===== src/rtl/pmbus_config_regs.vh =====
// command codes, field layouts and reset values for the config command group
`ifndef PMBUS_CONFIG_REGS_VH
`define PMBUS_CONFIG_REGS_VH

`define CMD_OPERATION 8'h01
`define CMD_POWER_SWITCH_SETUP 8'h02
`define CMD_PHASE_SELECT 8'h04
`define CMD_WRITE_LOCK_LEVEL 8'h10
`define CMD_SAVE_CONFIG 8'h15
`define CMD_LOAD_CONFIG 8'h16
`define CMD_FEATURE_REPORT 8'h19
`define CMD_ALERT_SUPPRESS_MASK 8'h1B
`define CMD_OUTPUT_VOLTAGE_SETPOINT 8'h21

`define PHASE_ALL 8'hFF
`define PHASE_RESET 8'hFF
`define PHASE_LAST 8'h03

`define LOCK_NONE 8'h00
`define LOCK_SETPOINT 8'h20
`define LOCK_OPERATION 8'h40
`define LOCK_ALL 8'h80
`define LOCK_RESET 8'h00

// feature report fields
`define FEAT_PEC_BIT 7
`define FEAT_SPEED_LSB 5
`define FEAT_ALERT_BIT 4
`define FEAT_FORMAT_BIT 3
`define FEAT_AVS_BIT 2
`define FEAT_PEC 1'h1
`define FEAT_SPEED 2'h2
`define FEAT_ALERT 1'h1
`define FEAT_FORMAT 1'h0
`define FEAT_AVS 1'h0

// status command codes that own an alert suppress mask
`define STATUS_CODE_FIRST 8'h7A
`define STATUS_CODE_COUNT 4
`define MASK_WRITABLE_VOUT 8'hFC
`define MASK_WRITABLE_IOUT 8'hB0
`define MASK_WRITABLE_INPUT 8'hE8
`define MASK_WRITABLE_TEMP 8'hC0
`define MASK_RESET 8'h00

// transaction kinds on the command port
`define KIND_SEND_BYTE 3'h0
`define KIND_WRITE_BYTE 3'h1
`define KIND_WRITE_WORD 3'h2
`define KIND_READ_BYTE 3'h3
`define KIND_PROC_CALL 3'h4

`endif


===== src/rtl/alert_mask_store.v =====
// per status code alert suppress masks and the gated alert request
`timescale 1ns/1ps
`default_nettype none
`include "pmbus_config_regs.vh"

module alert_mask_store (
  input wire i_clk,
  input wire i_rst,
  input wire i_wr,
  input wire [7:0] i_code,
  input wire [7:0] i_wdata,
  input wire [31:0] i_status,
  output wire o_code_ok,
  output wire [7:0] o_rdata,
  output wire o_alert
);
  localparam [31:0] WRITABLE = {`MASK_WRITABLE_TEMP, `MASK_WRITABLE_INPUT,
    `MASK_WRITABLE_IOUT, `MASK_WRITABLE_VOUT};
  wire [7:0] offs;
  wire [1:0] idx;
  wire [31:0] masks;
  wire [3:0] hits;
  assign offs = i_code - `STATUS_CODE_FIRST;
  assign idx = offs[1:0];
  assign o_code_ok = (offs < `STATUS_CODE_COUNT);

  genvar g;
  generate
    for (g = 0; g < `STATUS_CODE_COUNT; g = g + 1) begin : entry
      reg [7:0] mask;
      always @(posedge i_clk or posedge i_rst) begin
        if (i_rst) begin
          mask <= `MASK_RESET;
        end else if (i_wr && o_code_ok && idx == g) begin
          mask <= i_wdata & WRITABLE[8*g +: 8];
        end
      end
      assign masks[8*g +: 8] = mask;
      // status bit still sets; mask only gates the alert
      assign hits[g] = |(i_status[8*g +: 8] & ~mask);
    end
  endgenerate

  assign o_rdata = masks[8*idx +: 8];
  assign o_alert = |hits;
endmodule // alert_mask_store
`default_nettype wire


===== src/rtl/pmbus_config_command_group.v =====
// command handling for phase, write lock, save/restore, features, masks
`timescale 1ns/1ps
`default_nettype none
`include "pmbus_config_regs.vh"

// Operation
// - phase selection resets to all phases; 00h-03h pick phases one to four
// - phase values 04h-FEh or beyond stack size flag invalid data
// - lock level 00h lets every supported write through
// - lock 20h allows only lock, operation, switch setup, save, setpoint
// - lock 40h allows only lock, operation and save writes
// - lock 80h allows only lock and save writes
// - lock values other than 00h/20h/40h/80h flag invalid data
// - reads always answered, whatever the lock level
// - save copies operating memory into user store, skipping unmatched items
// - during an nvm store commands are stalled or ignored
// - restore disables regulation, loads user store, then applies straps
// - feature report bit7 set, bits6:5 10b, bit4 set
// - feature report bit3 zero, bit2 zero, bits1:0 zero
// - any write to the feature report flags invalid data
// - set mask bit blocks alert but status bit still sets
// - mask write is write word: low byte code, high byte mask
// - mask read is process call: code in, one-byte mask out
// - mask command only works while all phases are selected
// - selected phase applies to later commands until changed
module pmbus_config_command_group (
  input wire i_clk,
  input wire i_rst,
  input wire i_cmd_valid,
  input wire [2:0] i_cmd_kind,
  input wire [7:0] i_cmd_code,
  input wire [7:0] i_wdata_lo,
  input wire [7:0] i_wdata_hi,
  input wire [2:0] i_phase_count,
  input wire [31:0] i_status,
  input wire i_nvm_done,
  output wire o_cmd_ready,
  output reg o_rvalid,
  output reg [7:0] o_rdata,
  output reg o_write_ok,
  output reg o_lock_reject,
  output reg o_invalid_data,
  output reg o_unsupported_cmd,
  output reg [7:0] o_phase,
  output reg [7:0] o_lock_level,
  output reg o_nvm_save_req,
  output reg o_nvm_load_req,
  output reg o_regulation_off,
  output reg o_strap_apply,
  output wire o_smbalert_out,
  output wire o_smbalert_oe
);
  localparam [3:0] ST_IDLE = 4'h1;
  localparam [3:0] ST_SAVE = 4'h2;
  localparam [3:0] ST_LOAD = 4'h4;
  localparam [3:0] ST_STRAP = 4'h8;

  localparam [7:0] FEATURE =
    ({7'h00, `FEAT_PEC} << `FEAT_PEC_BIT) |
    ({6'h00, `FEAT_SPEED} << `FEAT_SPEED_LSB) |
    ({7'h00, `FEAT_ALERT} << `FEAT_ALERT_BIT) |
    ({7'h00, `FEAT_FORMAT} << `FEAT_FORMAT_BIT) |
    ({7'h00, `FEAT_AVS} << `FEAT_AVS_BIT);

  reg [3:0] state;
  reg [3:0] next_state;
  wire lock_ok;
  wire mask_code_ok;
  wire [7:0] mask_rdata;
  wire alert;
  wire take;
  wire is_write;
  wire is_read;
  wire all_phases;
  wire phase_in_stack;
  wire lock_value_ok;
  wire mask_wr;
  wire [7:0] mask_code;
  wire wr_take;
  wire rd_take;
  wire wr_passed;
  wire phase_value_ok;
  wire mask_read_ok;
  wire save_start;
  wire load_start;

  // new commands are stalled while nvm work runs
  assign o_cmd_ready = (state == ST_IDLE);
  assign take = i_cmd_valid & o_cmd_ready;
  assign is_write = (i_cmd_kind == `KIND_SEND_BYTE) |
    (i_cmd_kind == `KIND_WRITE_BYTE) | (i_cmd_kind == `KIND_WRITE_WORD);
  assign is_read = (i_cmd_kind == `KIND_READ_BYTE) |
    (i_cmd_kind == `KIND_PROC_CALL);
  assign all_phases = (o_phase == `PHASE_ALL);
  assign phase_in_stack = (i_wdata_lo <= `PHASE_LAST) &&
    ({5'h00, i_phase_count} > i_wdata_lo);
  assign lock_value_ok = (i_wdata_lo == `LOCK_NONE) |
    (i_wdata_lo == `LOCK_SETPOINT) | (i_wdata_lo == `LOCK_OPERATION) |
    (i_wdata_lo == `LOCK_ALL);
  assign mask_wr = take && lock_ok && all_phases &&
    i_cmd_kind == `KIND_WRITE_WORD &&
    i_cmd_code == `CMD_ALERT_SUPPRESS_MASK;
  assign mask_code = i_wdata_lo;
  assign wr_take = take & is_write;
  assign rd_take = take & is_read;
  // feature report writes are refused before the lock is consulted
  assign wr_passed = wr_take & lock_ok &
    (i_cmd_code != `CMD_FEATURE_REPORT);
  // phases beyond the stack size count as invalid data
  assign phase_value_ok = (i_wdata_lo == `PHASE_ALL) | phase_in_stack;
  // mask reads need the process call form and all phases
  assign mask_read_ok = all_phases & mask_code_ok &
    (i_cmd_kind == `KIND_PROC_CALL);
  // nvm work only starts on writes the lock lets through
  assign save_start = wr_passed & (i_cmd_code == `CMD_SAVE_CONFIG);
  assign load_start = wr_passed & (i_cmd_code == `CMD_LOAD_CONFIG);

  write_lock_filter lock_filter (
    .i_level(o_lock_level),
    .i_cmd_code(i_cmd_code),
    .o_allowed(lock_ok)
  );

  alert_mask_store masks (
    .i_clk(i_clk),
    .i_rst(i_rst),
    .i_wr(mask_wr),
    .i_code(mask_code),
    .i_wdata(i_wdata_hi),
    .i_status(i_status),
    .o_code_ok(mask_code_ok),
    .o_rdata(mask_rdata),
    .o_alert(alert)
  );

  // open drain alert: only ever pulls low
  assign o_smbalert_out = 1'b0;
  assign o_smbalert_oe = alert;

  // phase selection register
  always @(posedge i_clk or posedge i_rst) begin
    if (i_rst) begin
      o_phase <= `PHASE_RESET;
    end else if (wr_passed && i_cmd_code == `CMD_PHASE_SELECT &&
        phase_value_ok) begin
      o_phase <= i_wdata_lo;
    end
  end

  // write lock level register
  always @(posedge i_clk or posedge i_rst) begin
    if (i_rst) begin
      o_lock_level <= `LOCK_RESET;
    end else if (wr_passed && i_cmd_code == `CMD_WRITE_LOCK_LEVEL &&
        lock_value_ok) begin
      o_lock_level <= i_wdata_lo;
    end
  end

  // read answers; reads bypass the write lock entirely
  always @(posedge i_clk or posedge i_rst) begin
    if (i_rst) begin
      o_rvalid <= 1'b0;
      o_rdata <= 8'h00;
    end else begin
      o_rvalid <= 1'b0;
      if (rd_take) begin
        case (i_cmd_code)
          `CMD_PHASE_SELECT: begin
            o_rdata <= o_phase;
            o_rvalid <= 1'b1;
          end
          `CMD_WRITE_LOCK_LEVEL: begin
            o_rdata <= o_lock_level;
            o_rvalid <= 1'b1;
          end
          `CMD_FEATURE_REPORT: begin
            o_rdata <= FEATURE;
            o_rvalid <= 1'b1;
          end
          `CMD_ALERT_SUPPRESS_MASK: begin
            if (mask_read_ok) begin
              o_rdata <= mask_rdata;
              o_rvalid <= 1'b1;
            end
          end
          default: o_rvalid <= 1'b0;
        endcase
      end
    end
  end

  // one-cycle result pulses for every taken write and for failed reads
  always @(posedge i_clk or posedge i_rst) begin
    if (i_rst) begin
      o_write_ok <= 1'b0;
      o_lock_reject <= 1'b0;
      o_invalid_data <= 1'b0;
      o_unsupported_cmd <= 1'b0;
    end else begin
      o_write_ok <= 1'b0;
      o_lock_reject <= 1'b0;
      o_invalid_data <= 1'b0;
      o_unsupported_cmd <= 1'b0;
      if (wr_take) begin
        if (i_cmd_code == `CMD_FEATURE_REPORT) begin
          o_invalid_data <= 1'b1;
        end else if (!lock_ok) begin
          o_lock_reject <= 1'b1;
        end else begin
          case (i_cmd_code)
            `CMD_PHASE_SELECT: begin
              o_write_ok <= phase_value_ok;
              o_invalid_data <= !phase_value_ok;
            end
            `CMD_WRITE_LOCK_LEVEL: begin
              o_write_ok <= lock_value_ok;
              o_invalid_data <= !lock_value_ok;
            end
            `CMD_ALERT_SUPPRESS_MASK: begin
              if (!all_phases) begin
                o_unsupported_cmd <= 1'b1;
              end else if (!mask_code_ok) begin
                o_invalid_data <= 1'b1;
              end else begin
                o_write_ok <= 1'b1;
              end
            end
            default: o_write_ok <= 1'b1;
          endcase
        end
      end else if (rd_take) begin
        case (i_cmd_code)
          `CMD_PHASE_SELECT, `CMD_WRITE_LOCK_LEVEL,
          `CMD_FEATURE_REPORT: o_unsupported_cmd <= 1'b0;
          `CMD_ALERT_SUPPRESS_MASK: begin
            if (!all_phases) begin
              o_unsupported_cmd <= 1'b1;
            end else if (!mask_read_ok) begin
              o_invalid_data <= 1'b1;
            end
          end
          default: o_unsupported_cmd <= 1'b1;
        endcase
      end
    end
  end

  // nvm sequencing
  always @* begin
    next_state = state;
    case (state)
      ST_IDLE: begin
        if (save_start) begin
          next_state = ST_SAVE;
        end else if (load_start) begin
          next_state = ST_LOAD;
        end
      end
      ST_SAVE: begin
        // stay busy until the store reports completion
        if (i_nvm_done) begin
          next_state = ST_IDLE;
        end
      end
      ST_LOAD: begin
        if (i_nvm_done) begin
          next_state = ST_STRAP;
        end
      end
      ST_STRAP: begin
        // one cycle for the strap values to overwrite
        next_state = ST_IDLE;
      end
      default: next_state = ST_IDLE;
    endcase
  end

  // nvm state register
  always @(posedge i_clk or posedge i_rst) begin
    if (i_rst) begin
      state <= ST_IDLE;
    end else begin
      state <= next_state;
    end
  end

  // nvm request pulses, one cycle each
  always @(posedge i_clk or posedge i_rst) begin
    if (i_rst) begin
      o_nvm_save_req <= 1'b0;
      o_nvm_load_req <= 1'b0;
      o_regulation_off <= 1'b0;
      o_strap_apply <= 1'b0;
    end else begin
      o_nvm_save_req <= (state == ST_IDLE) && (next_state == ST_SAVE);
      o_nvm_load_req <= (state == ST_IDLE) && (next_state == ST_LOAD);
      // regulation stops before user store is loaded
      o_regulation_off <= (state == ST_IDLE) && (next_state == ST_LOAD);
      o_strap_apply <= (state == ST_LOAD) && (next_state == ST_STRAP);
    end
  end
endmodule // pmbus_config_command_group
`default_nettype wire


===== src/rtl/write_lock_filter.v =====
// decides whether a write is allowed at the present write lock level
`timescale 1ns/1ps
`default_nettype none
`include "pmbus_config_regs.vh"

module write_lock_filter (
  input wire [7:0] i_level,
  input wire [7:0] i_cmd_code,
  output reg o_allowed
);
  wire is_lock;
  wire is_save;
  wire is_oper;
  assign is_lock = (i_cmd_code == `CMD_WRITE_LOCK_LEVEL);
  assign is_save = (i_cmd_code == `CMD_SAVE_CONFIG);
  assign is_oper = (i_cmd_code == `CMD_OPERATION);

  always @* begin
    case (i_level)
      `LOCK_NONE: o_allowed = 1'b1;
      `LOCK_SETPOINT: o_allowed = is_lock | is_save | is_oper |
        (i_cmd_code == `CMD_POWER_SWITCH_SETUP) |
        (i_cmd_code == `CMD_OUTPUT_VOLTAGE_SETPOINT);
      `LOCK_OPERATION: o_allowed = is_lock | is_save | is_oper;
      `LOCK_ALL: o_allowed = is_lock | is_save;
      default: o_allowed = 1'b1;
    endcase
  end
endmodule // write_lock_filter
`default_nettype wire


===== config.mk =====
export PLATFORM = sky130hd
export DESIGN_NAME = pmbus_config_command_group
export DESIGN_NICKNAME = d
export VERILOG_FILES = /design/src/rtl/alert_mask_store.v /design/src/rtl/pmbus_config_command_group.v /design/src/rtl/write_lock_filter.v
export VERILOG_INCLUDE_DIRS = /design/src /design/src/rtl
export SDC_FILE = /design/constraint.sdc
export NUM_CORES = 1
export LEC_CHECK = 0
export BUFFER_PORTS_ARGS = -buffer_cell sky130_fd_sc_hd__buf_2
export CAP_MARGIN = 15
export CORE_ASPECT_RATIO = 0.8
export CORE_MARGIN = 3
export CORE_UTILIZATION = 30
export CTS_CLUSTER_DIAMETER = 200
export DETAILED_ROUTE_END_ITERATION = 10
export HOLD_SLACK_MARGIN = 0.03
export PLACE_DENSITY_LB_ADDON = 0.3
export SLEW_MARGIN = 10
export SYNTH_ARGS = -nofsm -noshare
export SYNTH_HDL_FRONTEND = slang
export SYNTH_HIERARCHICAL = 1
export SYNTH_SLANG_ARGS = --single-unit

===== constraint.sdc =====
create_clock -name i_clk -period 2.5 [get_ports i_clk]
set_clock_uncertainty 0.05 [all_clocks]
set_input_delay 0 -clock i_clk [delete_from_list [all_inputs] [get_ports i_clk]]
set_output_delay 0 -clock i_clk [all_outputs]
set_load 0.02 [all_outputs]

==> impl_metrics.env <==
export IMPL_met1_length_um=4229
export IMPL_rows=32
export IMPL_met3_length_um=552
export IMPL_avgSynthCellArea_um2=10.29
export IMPL_antenna_found_initial=0
export IMPL_cts_root_buffer_cell="clkbuf_16"
export IMPL_cts_htree_levels=2
export IMPL_ys_types=66
export IMPL_nets=493
export IMPL_ant_nets=0
export IMPL_cts_buffer_depth=2
export IMPL_die_area_um2=11810
export IMPL_synth_most_common_cell="dfrtp_1"
export IMPL_cp_max_fo=4
export IMPL_grt_overflow=0
export IMPL_period_share=0.9680
export IMPL_io_pins=102
export IMPL_yosys_top_cells_count="dfrtp_1, inv_1, mux2_2"
export IMPL_grt_pass1_vias=2844
export IMPL_antenna_cells=0
export IMPL_post_cts_buffers=0
export IMPL_ir_drop_v=0.0002167
export IMPL_drt_first_pass_iters=4
export IMPL_grt_max_degree=37
export IMPL_synth_warnings=6
export IMPL_grtUsageTotal=0.1527
export IMPL_endpoint_kind="flop"
export IMPL_syn_cell_area_um2=3159
export IMPL_place_congestion=0.8528
export IMPL_top_layer="met4"
export IMPL_worst_ep_arrival_time_ps=2540
export IMPL_power_leakage_nw=2.105
export IMPL_clock_sinks=51
export IMPL_clkSlewWorstSetupHoldPaths_ps=70
export IMPL_wirelength_um=8693
export IMPL_synth_edf_count=0
export IMPL_drc=0
export IMPL_hold_path_class="in2reg"
export IMPL_avgRoutedWirePerCell_um=15.52
export IMPL_hold_viol=0
export IMPL_holdWs_ps=50.91
export IMPL_place_ws_ps=27.96
export IMPL_crit_path_start_kind="flop"
export IMPL_die_w_um=120.7
export IMPL_drive_gt1_frac=0.4340
export IMPL_wl_met2_um=3771
export IMPL_status="complete, no violations"
export IMPL_numCtsBuffers=5
export IMPL_grt_pass1_wl_um=14620
export IMPL_timing_final_ws_setup_ps=80.01
export IMPL_tritoncts="built"
export IMPL_ys_top_cells_by_area="dfrtp_1, mux2_2, dfstp_2, mux2_4, inv_1"
export IMPL_routed_via_density=4.918
export IMPL_rsz0062_at_grt="true"
export IMPL_yosys_register_bits=51
export IMPL_syn2layout_area_growth_pct=30.69
export IMPL_report_final_slew_viol_count=0
export IMPL_p_per_area_nw_per_um2=411.5
export IMPL_finalSetupViolCount=0
export IMPL_coreArea_um2=9930
export IMPL_clock_fmax_mhz=413.2
export IMPL_vias=2754
export IMPL_synth_top_area_cell="dfrtp_1"
export IMPL_synthCells=307
export IMPL_drt_iter0_drc=140
export IMPL_finalPower_mw=1.699
export IMPL_seq_area_frac_synth=0.4075
export IMPL_slew_headroom=0.6327
export IMPL_dp_hpwl_um=6972
export IMPL_tightest_slew_ps=550.4
export IMPL_synth_top_area_frac=0.3327
export IMPL_synthFlopType="dfrtp_1"
export IMPL_fp_dieH_um=97.79
export IMPL_clk_latency_ps=290
export IMPL_start_util=0.3182
export IMPL_min_period_ps=2420
export IMPL_worstSetupPathType="reg2reg"
export IMPL_cp_data_required_time_ps=2620
export IMPL_cap_violations=0
export IMPL_async_flop_share=1.000
export IMPL_r2r_slack_ps=80
export IMPL_numPortBuffers=98
-- cell usage in the layout (no fill, tap or decap), types with 3 or more instances in the layout --
| master | count |
|---|---|
| nor3_1 | 10 |
| buf_2 | 97 |
| mux2_2 | 24 |
| o21ai_1 | 3 |
| conb_1 | 3 |
| inv_1 | 25 |
| o22ai_1 | 9 |
| nand2b_1 | 5 |
| buf_4 | 10 |
| a21oi_1 | 3 |
| nand4b_1 | 3 |
| nand3_1 | 15 |
| ha_1 | 4 |
| nand2_1 | 20 |
| and3_1 | 3 |
| and2_1 | 5 |
| nor2_1 | 14 |
| nor4b_1 | 3 |
| mux2_4 | 10 |
| dfstp_2 | 9 |
| a221oi_1 | 3 |
| dfrtp_1 | 40 |
| nor4_1 | 8 |
| a22oi_1 | 5 |
| clkbuf_16 | 5 |
| mux2i_1 | 4 |
| nor2b_1 | 8 |
| o21ai_0 | 9 |
| dlygate4sd3_1 | 12 |
| nand4_1 | 5 |
-- worst paths after layout --
check	start	to	cells after the start
worst max-delay path	o_lock_level[7]$_DFFE_PP0P_	masks/entry[2].mask[7]$_DFFE_PP0P_	10
min in group asynchronous	i_rst	masks/entry[2].mask[6]$_DFFE_PP0P_	3
worst min-delay path	i_cmd_code[3]	o_regulation_off$_DFF_PP0_	3
worst min register to register	o_rdata[7]$_DFFE_PP0P_	o_rdata[7]$_DFFE_PP0P_	1
worst max register to register	o_lock_level[7]$_DFFE_PP0P_	masks/entry[2].mask[7]$_DFFE_PP0P_	10
max in group asynchronous	i_rst	o_lock_level[5]$_DFFE_PP0P_	4
-- per-stage QoR --
stage / util / TNS, ps / cell area (um2) / std cells
after floorplan: - / 0 / 3163 / 308
after global placement: 0.3843 / 0 / 3816 / 540
after detailed placement: 0.3843 / 0 / 3816 / 540
after CTS: 0.4118 / 0 / 4089 / 560
after global routing: 0.4158 / -15.56 / 4129 / 560
final: 0.4158 / 0 / 4129 / 560
-- cells by family (layout without fill, tap and decap cells) --
logic type      count (synthesis)  count (layout)  synth area share
buf+inv                        38             154           0.05703
simple gates                  120             120            0.2380
mux                            39              39            0.1505
other cells                     2               3          0.002377
compound gates                 48              48            0.1145
xor+xnor                        4               4           0.01109
flops                          51              51            0.4075
fa+ha+maj                       5               5           0.01901
-- power by group --
| part | total [mW] | leakage (nW) | internal (mW) | switching, mW |
|---|---|---|---|---|
| combinational | 0.206 | 1.36 | 0.0921 | 0.114 |
| clock | 0.665 | 0.0669 | 0.370 | 0.296 |
| sequential | 0.828 | 0.675 | 0.828 | 0.000507 |
-- sequential cells by signal (all words and copies together), names as in the netlist --
name / flops
masks/entry.mask: 15
o_invalid_data: 1
o_lock_level: 8
o_lock_reject: 1
o_nvm_save_req: 1
o_phase: 8
o_rdata: 8
o_regulation_off: 1
o_rvalid: 1
o_strap_apply: 1
o_unsupported_cmd: 1
o_write_ok: 1
state: 4
-- cell type report --
class / instances / area (um2)
fillers: 1037 / 5801
well taps: 136 / 170.2
clock inverters: 2 / 12.51
clock buffers: 6 / 128.9
flip-flops and latches: 51 / 1290
multi-input cells: 219 / 1738
inverters: 26 / 97.59
repair buffers: 120 / 691.9
-- routing by layer --
layer,vias up,global-route usage
li1,1350,-
met1,1305,0.2240
met2,86,0.2250
met3,13,0.03648
met4,0,0.04181
met5,-,0
-- critical path: stages (launching register included) --
cell and delay, ps:
dfrtp_1 380, nor4_1 270, nand2_1 100, a21oi_2 110, or3_4 160, nor4bb_4 280
nand3_1 110, nor2_1 140, buf_4 170, o2111ai_2 200, mux2_2 340
-- timing repair --
| action | 4_1_cts | 5_1_grt |
|---|---|---|
| pin swaps | 0 | 4 |
| gates resized for setup | 2 | 12 |
| endpoints found under the setup margin | 6 | 27 |
| hold buffers | 12 | 0 |
| hold endpoints to repair | 65 | 0 |
No activity file was read; power rests on OpenSTA's default activity.
